===== src/logic/align_ctrl_consts.svh =====
`ifndef ALIGN_CTRL_CONSTS_SVH
`define ALIGN_CTRL_CONSTS_SVH

// ==========================================================
// register offsets
`define OFS_IFACE_CFG 15'h0000
`define OFS_DEV_MODE 15'h0002
`define OFS_MAKER_ID_LO 15'h000c
`define OFS_MAKER_ID_HI 15'h000d
`define OFS_USER_IF 15'h0010
`define OFS_CLK_CTRL 15'h0029
`define OFS_POS_B0 15'h002c
`define OFS_POS_B1 15'h002d
`define OFS_POS_B2 15'h002e

// ==========================================================
// reset values
`define RST_IFACE_CFG 8'h30
`define RST_DEV_MODE 8'h00
`define RST_USER_IF 8'h00
`define RST_CLK_CTRL 8'h80

// ==========================================================
// field positions
`define BIT_SOFT_RESET 7
`define BIT_ASCEND 5
`define BIT_SEP_OUT 4
`define BIT_ADDR_HOLD 0
`define BIT_PROC_EN 6
`define BIT_RECV_EN 5
`define BIT_FINE_SCALE 4
`define MODE_POWER_DOWN 2'h3

// ==========================================================
// timing
`define CLK_PERIOD_NS 50
`define SOFT_RESET_NS 750
`define SOFT_RESET_CYC ((`SOFT_RESET_NS + `CLK_PERIOD_NS - 1) / `CLK_PERIOD_NS)
`define SCLK_HALF_CYC 2

`endif


===== src/logic/align_ctrl_pkg.sv =====
package align_ctrl_pkg;
  typedef logic [14:0] reg_addr_t;
  typedef logic [7:0] reg_byte_t;
  typedef enum logic [1:0] {
    op_normal,
    op_rsvd1,
    op_rsvd2,
    op_power_down
  } op_mode_t;
endpackage : align_ctrl_pkg


===== src/logic/serial_port_if.sv =====
`timescale 1ns/100ps
interface serial_port_if;
  logic sclk;
  logic sel_n;
  logic sdi;
  logic serial_out_line;
  modport device (input sclk, input sel_n, input sdi, output serial_out_line);
  modport host (output sclk, output sel_n, output sdi, input serial_out_line);
endinterface : serial_port_if


===== src/logic/spi_config_and_align_ctrl.sv =====
`timescale 1ns/100ps
`include "align_ctrl_consts.svh"

// Function
// RL1: bit 7 soft-resets all registers, self-clears
// RL2: host idle 750ns after soft reset
// RL3: streaming address decrements if bit 5 zero
// RL4: bit 4 reads one; reads on output line
// RL5: host writes reserved fields with defaults
// RL6: mode 0 normal, 3 power down
// RL7: maker code read-only 16-bit constant
// RL8: address hold keeps streaming address constant
// RL9: host enables receiver before processor
// RL10: align events processed only with enable
// RL11: zoom bit shrinks window delay steps
// RL12: four-bit field selects capture delay
// RL13: edge position is read-only 24-bit status
module spi_config_and_align_ctrl #(
  parameter logic [15:0] MAKER_CODE = 16'h5a5a  // arbitrary value
) (
  // clock and reset
  input wire logic ref_clk,
  input wire logic sys_rst,
  // serial port
  serial_port_if.device sp,
  // alignment path
  input wire logic align_event,
  input wire logic [23:0] align_edge_position,
  output logic align_input_receiver_enable,
  output logic align_event_process_enable,
  output logic fine_window_scale,
  output logic [3:0] align_delay_choice,
  output logic align_event_taken,
  output logic power_down,
  output logic soft_reset_busy
);
  import align_ctrl_pkg::*;

  // ==========================================================
  // registers
  reg_byte_t iface_cfg;
  reg_byte_t dev_mode;
  reg_byte_t user_if;
  reg_byte_t clk_ctrl;
  logic [4:0] rst_cnt;
  logic soft_rst;

  // ==========================================================
  // serial front end
  logic sclk_q, sel_n_q, sdi_q;
  logic sclk_rise, sclk_fall;
  logic [5:0] bit_cnt;
  logic [7:0] shift_in;
  logic [7:0] shift_out;
  logic rd_cmd;
  reg_addr_t addr;
  logic in_data;
  logic out_q;

  always_ff @(posedge ref_clk) begin
    if (sys_rst) begin
      sclk_q <= 1'b0;
      sel_n_q <= 1'b1;
      sdi_q <= 1'b0;
    end else begin
      sclk_q <= sp.sclk;
      sel_n_q <= sp.sel_n;
      sdi_q <= sp.sdi;
    end
  end

  assign sclk_rise = !sel_n_q && sp.sclk && !sclk_q;
  assign sclk_fall = !sel_n_q && !sp.sclk && sclk_q;

  function automatic reg_byte_t read_reg(input reg_addr_t a);
    unique case (a)
      `OFS_IFACE_CFG: read_reg = iface_cfg | (8'h01 << `BIT_SEP_OUT);  // RL4
      `OFS_DEV_MODE: read_reg = dev_mode;
      `OFS_MAKER_ID_LO: read_reg = MAKER_CODE[7:0];  // RL7
      `OFS_MAKER_ID_HI: read_reg = MAKER_CODE[15:8];  // RL7
      `OFS_USER_IF: read_reg = user_if;
      `OFS_CLK_CTRL: read_reg = clk_ctrl;
      `OFS_POS_B0: read_reg = align_edge_position[7:0];  // RL13
      `OFS_POS_B1: read_reg = align_edge_position[15:8];  // RL13
      `OFS_POS_B2: read_reg = align_edge_position[23:16];  // RL13
      default: read_reg = 8'h00;
    endcase
  endfunction : read_reg

  function automatic reg_addr_t step_addr(input reg_addr_t a);
    if (user_if[`BIT_ADDR_HOLD]) begin
      step_addr = a;  // RL8
    end else if (iface_cfg[`BIT_ASCEND]) begin
      step_addr = a + 15'h0001;  // RL3
    end else begin
      step_addr = a - 15'h0001;  // RL3
    end
  endfunction : step_addr

  logic [7:0] next_byte;
  logic byte_done;
  assign next_byte = {shift_in[6:0], sdi_q};
  assign byte_done = sclk_rise && in_data && (bit_cnt[2:0] == 3'h7);

  // frame: 1 r/w bit, 15 address bits, then data bytes
  always_ff @(posedge ref_clk) begin
    if (sys_rst || soft_rst || sel_n_q) begin
      bit_cnt <= 6'h00;
      shift_in <= 8'h00;
      rd_cmd <= 1'b0;
      addr <= 15'h0000;
      in_data <= 1'b0;
    end else if (sclk_rise) begin
      shift_in <= next_byte;
      if (!in_data) begin
        if (bit_cnt == 6'h00) begin
          rd_cmd <= sdi_q;
        end else begin
          addr <= {addr[13:0], sdi_q};
        end
        if (bit_cnt == 6'h0f) begin
          in_data <= 1'b1;
          bit_cnt <= 6'h00;
        end else begin
          bit_cnt <= bit_cnt + 6'h01;
        end
      end else begin
        bit_cnt <= {3'h0, bit_cnt[2:0] + 3'h1};
        if (bit_cnt[2:0] == 3'h7) begin
          addr <= step_addr(addr);
        end
      end
    end
  end

  // byte to launch; always_comb so register contents count as inputs
  logic [7:0] load_byte;
  always_comb begin
    load_byte = read_reg(addr);
  end

  // read data shifts out msb first on the falling edge
  always_ff @(posedge ref_clk) begin
    if (sys_rst || sel_n_q) begin
      shift_out <= 8'h00;
      out_q <= 1'b0;
    end else if (sclk_fall && in_data) begin
      if (bit_cnt[2:0] == 3'h0) begin
        shift_out <= {load_byte[6:0], 1'b0};
        out_q <= load_byte[7] & rd_cmd;  // RL4
      end else begin
        shift_out <= {shift_out[6:0], 1'b0};
        out_q <= shift_out[7] & rd_cmd;  // RL4
      end
    end
  end
  assign sp.serial_out_line = out_q;

  // ==========================================================
  // register writes
  logic wr_stb;
  assign wr_stb = byte_done && !rd_cmd;

  always_ff @(posedge ref_clk) begin
    if (sys_rst || soft_rst) begin
      iface_cfg <= `RST_IFACE_CFG;  // RL1
      dev_mode <= `RST_DEV_MODE;
      user_if <= `RST_USER_IF;
      clk_ctrl <= `RST_CLK_CTRL;
    end else if (wr_stb) begin
      unique case (addr)
        `OFS_IFACE_CFG: iface_cfg <= next_byte | (8'h01 << `BIT_SEP_OUT);
        `OFS_DEV_MODE: dev_mode <= next_byte;
        `OFS_USER_IF: user_if <= next_byte;
        `OFS_CLK_CTRL: clk_ctrl <= next_byte;
        default: ;
      endcase
    end
  end

  // soft reset: held for the full settle time, then bit self-clears
  always_ff @(posedge ref_clk) begin
    if (sys_rst) begin
      rst_cnt <= 5'h00;
      soft_rst <= 1'b0;
    end else if (soft_rst) begin
      if (rst_cnt == 5'(`SOFT_RESET_CYC - 1)) begin
        soft_rst <= 1'b0;  // RL1
        rst_cnt <= 5'h00;
      end else begin
        rst_cnt <= rst_cnt + 5'h01;
      end
    end else if (wr_stb && addr == `OFS_IFACE_CFG && next_byte[`BIT_SOFT_RESET]) begin
      soft_rst <= 1'b1;  // RL1
    end
  end

  // ==========================================================
  // alignment outputs
  always_ff @(posedge ref_clk) begin
    if (sys_rst) begin
      align_input_receiver_enable <= 1'b0;
      align_event_process_enable <= 1'b0;
      fine_window_scale <= 1'b0;
      align_delay_choice <= 4'h0;
      align_event_taken <= 1'b0;
      power_down <= 1'b0;
      soft_reset_busy <= 1'b0;
    end else begin
      align_input_receiver_enable <= clk_ctrl[`BIT_RECV_EN];
      align_event_process_enable <= clk_ctrl[`BIT_PROC_EN];
      fine_window_scale <= clk_ctrl[`BIT_FINE_SCALE];  // RL11
      align_delay_choice <= clk_ctrl[3:0];  // RL12
      align_event_taken <= align_event && clk_ctrl[`BIT_PROC_EN]  // RL10
        && clk_ctrl[`BIT_RECV_EN] && !soft_rst;
      power_down <= (op_mode_t'(dev_mode[1:0]) == op_power_down);  // RL6
      soft_reset_busy <= soft_rst;
    end
  end
endmodule : spi_config_and_align_ctrl


===== src/flat_wrapper.sv =====
// flat-port wrapper written by rule: the top's interface ports become plain ports
module spi_config_and_align_ctrl_flat import align_ctrl_pkg::*;
#(
  parameter logic [15:0] MAKER_CODE = 16'h5a5a                    
)
  (ref_clk, sys_rst, align_event, align_edge_position, align_input_receiver_enable, align_event_process_enable, fine_window_scale, align_delay_choice, align_event_taken, power_down, soft_reset_busy, sp_sclk, sp_sel_n, sp_sdi, sp_serial_out_line);
  serial_port_if sp_i ();
  input wire logic ref_clk;
  input wire logic sys_rst;
  input wire logic align_event;
  input wire logic [23:0] align_edge_position;
  output logic align_input_receiver_enable;
  output logic align_event_process_enable;
  output logic fine_window_scale;
  output logic [3:0] align_delay_choice;
  output logic align_event_taken;
  output logic power_down;
  output logic soft_reset_busy;
  input wire logic [$bits(sp_i.sclk)-1:0] sp_sclk;
  input wire logic [$bits(sp_i.sel_n)-1:0] sp_sel_n;
  input wire logic [$bits(sp_i.sdi)-1:0] sp_sdi;
  output wire logic [$bits(sp_i.serial_out_line)-1:0] sp_serial_out_line;
  assign sp_i.sclk = sp_sclk;
  assign sp_i.sel_n = sp_sel_n;
  assign sp_i.sdi = sp_sdi;
  assign sp_serial_out_line = sp_i.serial_out_line;
  spi_config_and_align_ctrl #(.MAKER_CODE(MAKER_CODE)) u_core (.ref_clk(ref_clk), .sys_rst(sys_rst), .sp(sp_i), .align_event(align_event), .align_edge_position(align_edge_position), .align_input_receiver_enable(align_input_receiver_enable), .align_event_process_enable(align_event_process_enable), .fine_window_scale(fine_window_scale), .align_delay_choice(align_delay_choice), .align_event_taken(align_event_taken), .power_down(power_down), .soft_reset_busy(soft_reset_busy));
endmodule

===== config.mk =====
export PLATFORM = sky130hd
export DESIGN_NAME = spi_config_and_align_ctrl_flat
export DESIGN_NICKNAME = d
export VERILOG_FILES = /design/src/logic/align_ctrl_pkg.sv /design/src/logic/serial_port_if.sv /design/src/logic/spi_config_and_align_ctrl.sv /design/src/flat_wrapper.sv
export VERILOG_INCLUDE_DIRS = /design/src /design/src/logic
export SDC_FILE = /design/constraint.sdc
export NUM_CORES = 1
export LEC_CHECK = 0
export BUFFER_PORTS_ARGS = -buffer_cell sky130_fd_sc_hd__buf_2
export CAP_MARGIN = 30
export CORE_AREA = 2 2 100 102
export CTS_CLUSTER_DIAMETER = 100
export DETAILED_ROUTE_END_ITERATION = 8
export DIE_AREA = 0 0 102 104
export HOLD_SLACK_MARGIN = 0.15
export PLACE_DENSITY = 0.67
export SKIP_CTS_REPAIR_TIMING = 1
export SKIP_LAST_GASP = 1
export SYNTH_ARGS = -nofsm -noshare
export SYNTH_HDL_FRONTEND = slang
export SYNTH_SLANG_ARGS = --single-unit

===== constraint.sdc =====
create_clock -name ref_clk -period 3.25 [get_ports ref_clk]
set_input_delay 0 -clock ref_clk [delete_from_list [all_inputs] [get_ports ref_clk]]
set_output_delay 0 -clock ref_clk [all_outputs]
set_load 0.01 [all_outputs]

==> reports/metrics.json <==
{
  "run_status": "finished clean",
  "count_of_flip_flops_with_a_built_in_enable_after_synthesis": 0,
  "finClkSkew_ns": 0.0130,
  "drtPass1Iterations": 5,
  "grt_busiest_layer": "met2",
  "syn-cell-area_sq_um": 4610,
  "area.sequential_sq_um": 1760,
  "fraction_of_layout_cells_with_a_size_suffix_above_1_pct": 15.2,
  "cts_num_sinks": 88,
  "floorplan.initialDensity_pct": 48.3,
  "synth-main-ff-cell": "dfxtp_1",
  "fp.dieW_um": 102,
  "type_of_the_worst_min_delay_path": "input port to flop",
  "gr-usage-met3_pct": 4.77,
  "postSynthAreaPerCell_sq_um": 8.43,
  "synth_largest_area_cell": "dfxtp_1",
  "yosysWarningCount": 0,
  "nFillCells": 908,
  "detailedPlacementHpwl_um": 8730,
  "critPathLaunchType": "flop",
  "timing.setup.critical_path_class": "flop to flop",
  "hold_violations": 0,
  "cts.reportedPaths.clkPinSlew_ns": 0.10,
  "total_leakage_power_nw": 1.97,
  "critical_path.endpoint_type": "flop",
  "placementRows": 36,
  "async_flop_share_pct": 0,
  "nets": 637,
  "synth_nets": 596,
  "detailroute.via_count": 4340,
  "powerDensity_nw_per_um2": 377,
  "detail_route.drc_violations": 0,
  "timing.max_slew.rel_slack_pct": 55.9,
  "multiInputGateArea_sq_um": 2680,
  "fp.dieH_um": 104,
  "overflow": 0,
  "clk_path_buf_depth": 2,
  "finalCritPeriodShare_pct": 88.7,
  "setup-tns-final_ns": 0,
  "clkLatencyLatePin_ns": 0.37,
  "first_iter_violations": 281,
  "timing.critical_path.arrival_ns": 3.21,
  "post_drt_via_cell_ratio": 5.98,
  "cts_tree": "yes",
  "synthDistinctLibCells": 58,
  "layout_min_cycle_time_ns": 2.88,
  "yosys_register_bits": 88,
  "placeableCoreArea_sq_um": 9550,
  "avgRoutedWirePerCell_um": 17.0,
  "clock-root-buffer": "clkbuf_8",
  "setup_viol": 0,
  "tightestPinTransition_ns": 0.660,
  "synth_sequential_area_ratio_pct": 38.2,
  "design.die.area_sq_um": 10600,
  "area_delta_synth_final_pct": 13.3,
  "rsz0062_at_grt": "no",
  "global_route.usage.met2_pct": 38.2,
  "antenna_cells_inserted": 0,
  "port-buffer-count": 40,
  "drt_wl_total_um": 12300,
  "maxCapViolCount": 0,
  "count_of_antenna_violating_nets_left_after_detailed_routing": 0,
  "top_level_i_o_count": 41,
  "crit_fanout": 15,
  "first_pass_grt_wire_length_um": 20100,
  "cts-buffers-inserted": 9,
  "netlist_instances": 547,
  "max_freq_mhz": 347,
  "routability_driven_placement_congestion_ratio": 0.902,
  "grt_usage_pct": 23.8,
  "grt.met1_usage_pct": 30.4,
  "synth.top_cells.by_area": "dfxtp_1 38%, a21oi_1 6.7%, mux2i_1 5.4%",
  "place_inst": 702,
  "first_global_vias": 4123,
  "yosysTopAreaCellShare_pct": 38.2,
  "cp.required_ns": 3.57,
  "final_max_slew_viol_count": 0,
  "grt_start_max_net_pins": 30,
  "stdcell_count": 726,
  "htree_num_levels": 3,
  "vdd.ir_drop.worst_mv": 0.178,
  "antenna_found_initial": 0
}
[flip-flops by register name (all words and copies together) (netlist names), 4 cells and up]
register and cells:
u_core.addr 15, u_core.clk_ctrl 8, u_core.dev_mode 8, u_core.user_if 8, u_core.iface_cfg 7, u_core.shift_in 7, u_core.shift_out 7, u_core.bit_cnt 6
u_core.rst_cnt 5, u_core.align_delay_choice 4
[cell type report]
class                   instances  share of cell area [%]
clock buffers                  10                    2.44
inverters                      11                   0.791
clock inverters                 6                    1.44
multi-input cells             418                    51.3
well taps                     133                    3.19
repair buffers                 60                    7.09
flip-flops and latches         88                    33.7
[Yosys cell counts, types with 2 or more instances]
cell and number:
dfxtp_1 88, a21oi_1 62, nor2_1 55, nand2_1 45, o21ai_0 33, mux2i_1 25
nand3_1 24, ha_1 18, clkbuf_1 16, nor2b_1 16, nor3_1 13, a31oi_1 12
buf_2 10, inv_1 10, o221a_2 9, and4_1 8, a211oi_1 7, a221o_1 7
nand4_1 7, a22oi_1 6, and3_1 6, xnor2_1 6, xor2_1 5, o22ai_1 4
or2_2 4, a221oi_1 3, and2_1 3, nand2b_1 3, o211ai_1 3, or3_1 3
a21o_1 2, buf_1 2, buf_4 2, nor4_2 2, nor4b_1 2, o21bai_1 2
o221ai_1 2, or4b_1 2
[logic make-up after synthesis]
group,after synthesis,synth area share [%]
AOI/OAI and AO/OA,160,22.4
xor gates and xnor gates,11,2.09
adders and majority gates,19,5.32
buffers and inverters,41,3.77
DFF,88,38.2
muxes,26,5.67
and+or+nand+nor,202,22.5
[report_power, final]
group | leakage [nW] | internal [W] | switching (W)
registers | 0.710 | 0.00108 | 0.00000949
logic | 1.16 | 0.0000330 | 0.0000416
clock network | 0.0994 | 0.000368 | 0.000435
[per-layer routing]
layer,vias up,routed length (um)
li1,2098,-
met1,2074,5470
met2,132,5760
met3,36,619
met4,0,474
met5,-,0
[critical path, stage by stage, from the launching register on]
cell,delay (ns)
dfxtp_1,0.50
inv_1,0.34
ha_1,0.42
nor2b_1,0.17
o31a_1,0.27
o221ai_1,0.31
a31oi_1,0.19
a21oi_1,0.22
mux2_2,0.36
nand2_1,0.06
[final timing paths]
check                                             start             endpoint  slack (ns)  cells after the start
worst max-delay path                u_core.iface_cfg[5]      u_core.addr[14]        0.37                      9
worst min-delay path            align_edge_position[12]  u_core.shift_out[5]        0.19                      5
worst max register to register      u_core.iface_cfg[5]      u_core.addr[14]        0.37                      9
worst min register to register      u_core.shift_out[1]  u_core.shift_out[1]        0.46                      2
[metrics by stage]
step / power, W / area, sq um / worst slack, ns / utilization [%] / hold WS (ns)
after floorplan: 0.00115 / 4610 / 0.860 / - / 0.0782
after global placement: 0.00118 / 4940 / 0.563 / 51.7 / 0.205
after detailed placement: 0.00118 / 4940 / 0.448 / 51.7 / 0.204
after CTS: 0.00198 / 5140 / 0.427 / 53.9 / -0.182
after global routing: 0.00203 / 5220 / 0.236 / 54.7 / 0.264
final: 0.00197 / 5220 / 0.369 / 54.7 / 0.188
[layout by cell type (no fill, tap or decap), types with 3 or more instances in the layout]
cell           count
dfxtp_1           88
a21oi_1           62
nor2_1            55
nand2_1           45
buf_2             40
o21ai_0           33
mux2i_1           25
nand3_1           24
ha_1              18
nor2b_1           16
nor3_1            12
a31oi_1           12
buf_4             12
inv_1             10
o221a_2            9
clkbuf_8           9
and4_1             8
dlygate4sd3_1      8
nand4_1            7
a221o_1            7
a211oi_1           7
a22oi_1            6
and3_1             6
xnor2_1            6
xor2_1             5
o22ai_1            4
or2_2              4
or3_1              3
and2_1             3
nand2b_1           3
o211ai_1           3
a221oi_1           3
Power figures use the tool's default switching activity.
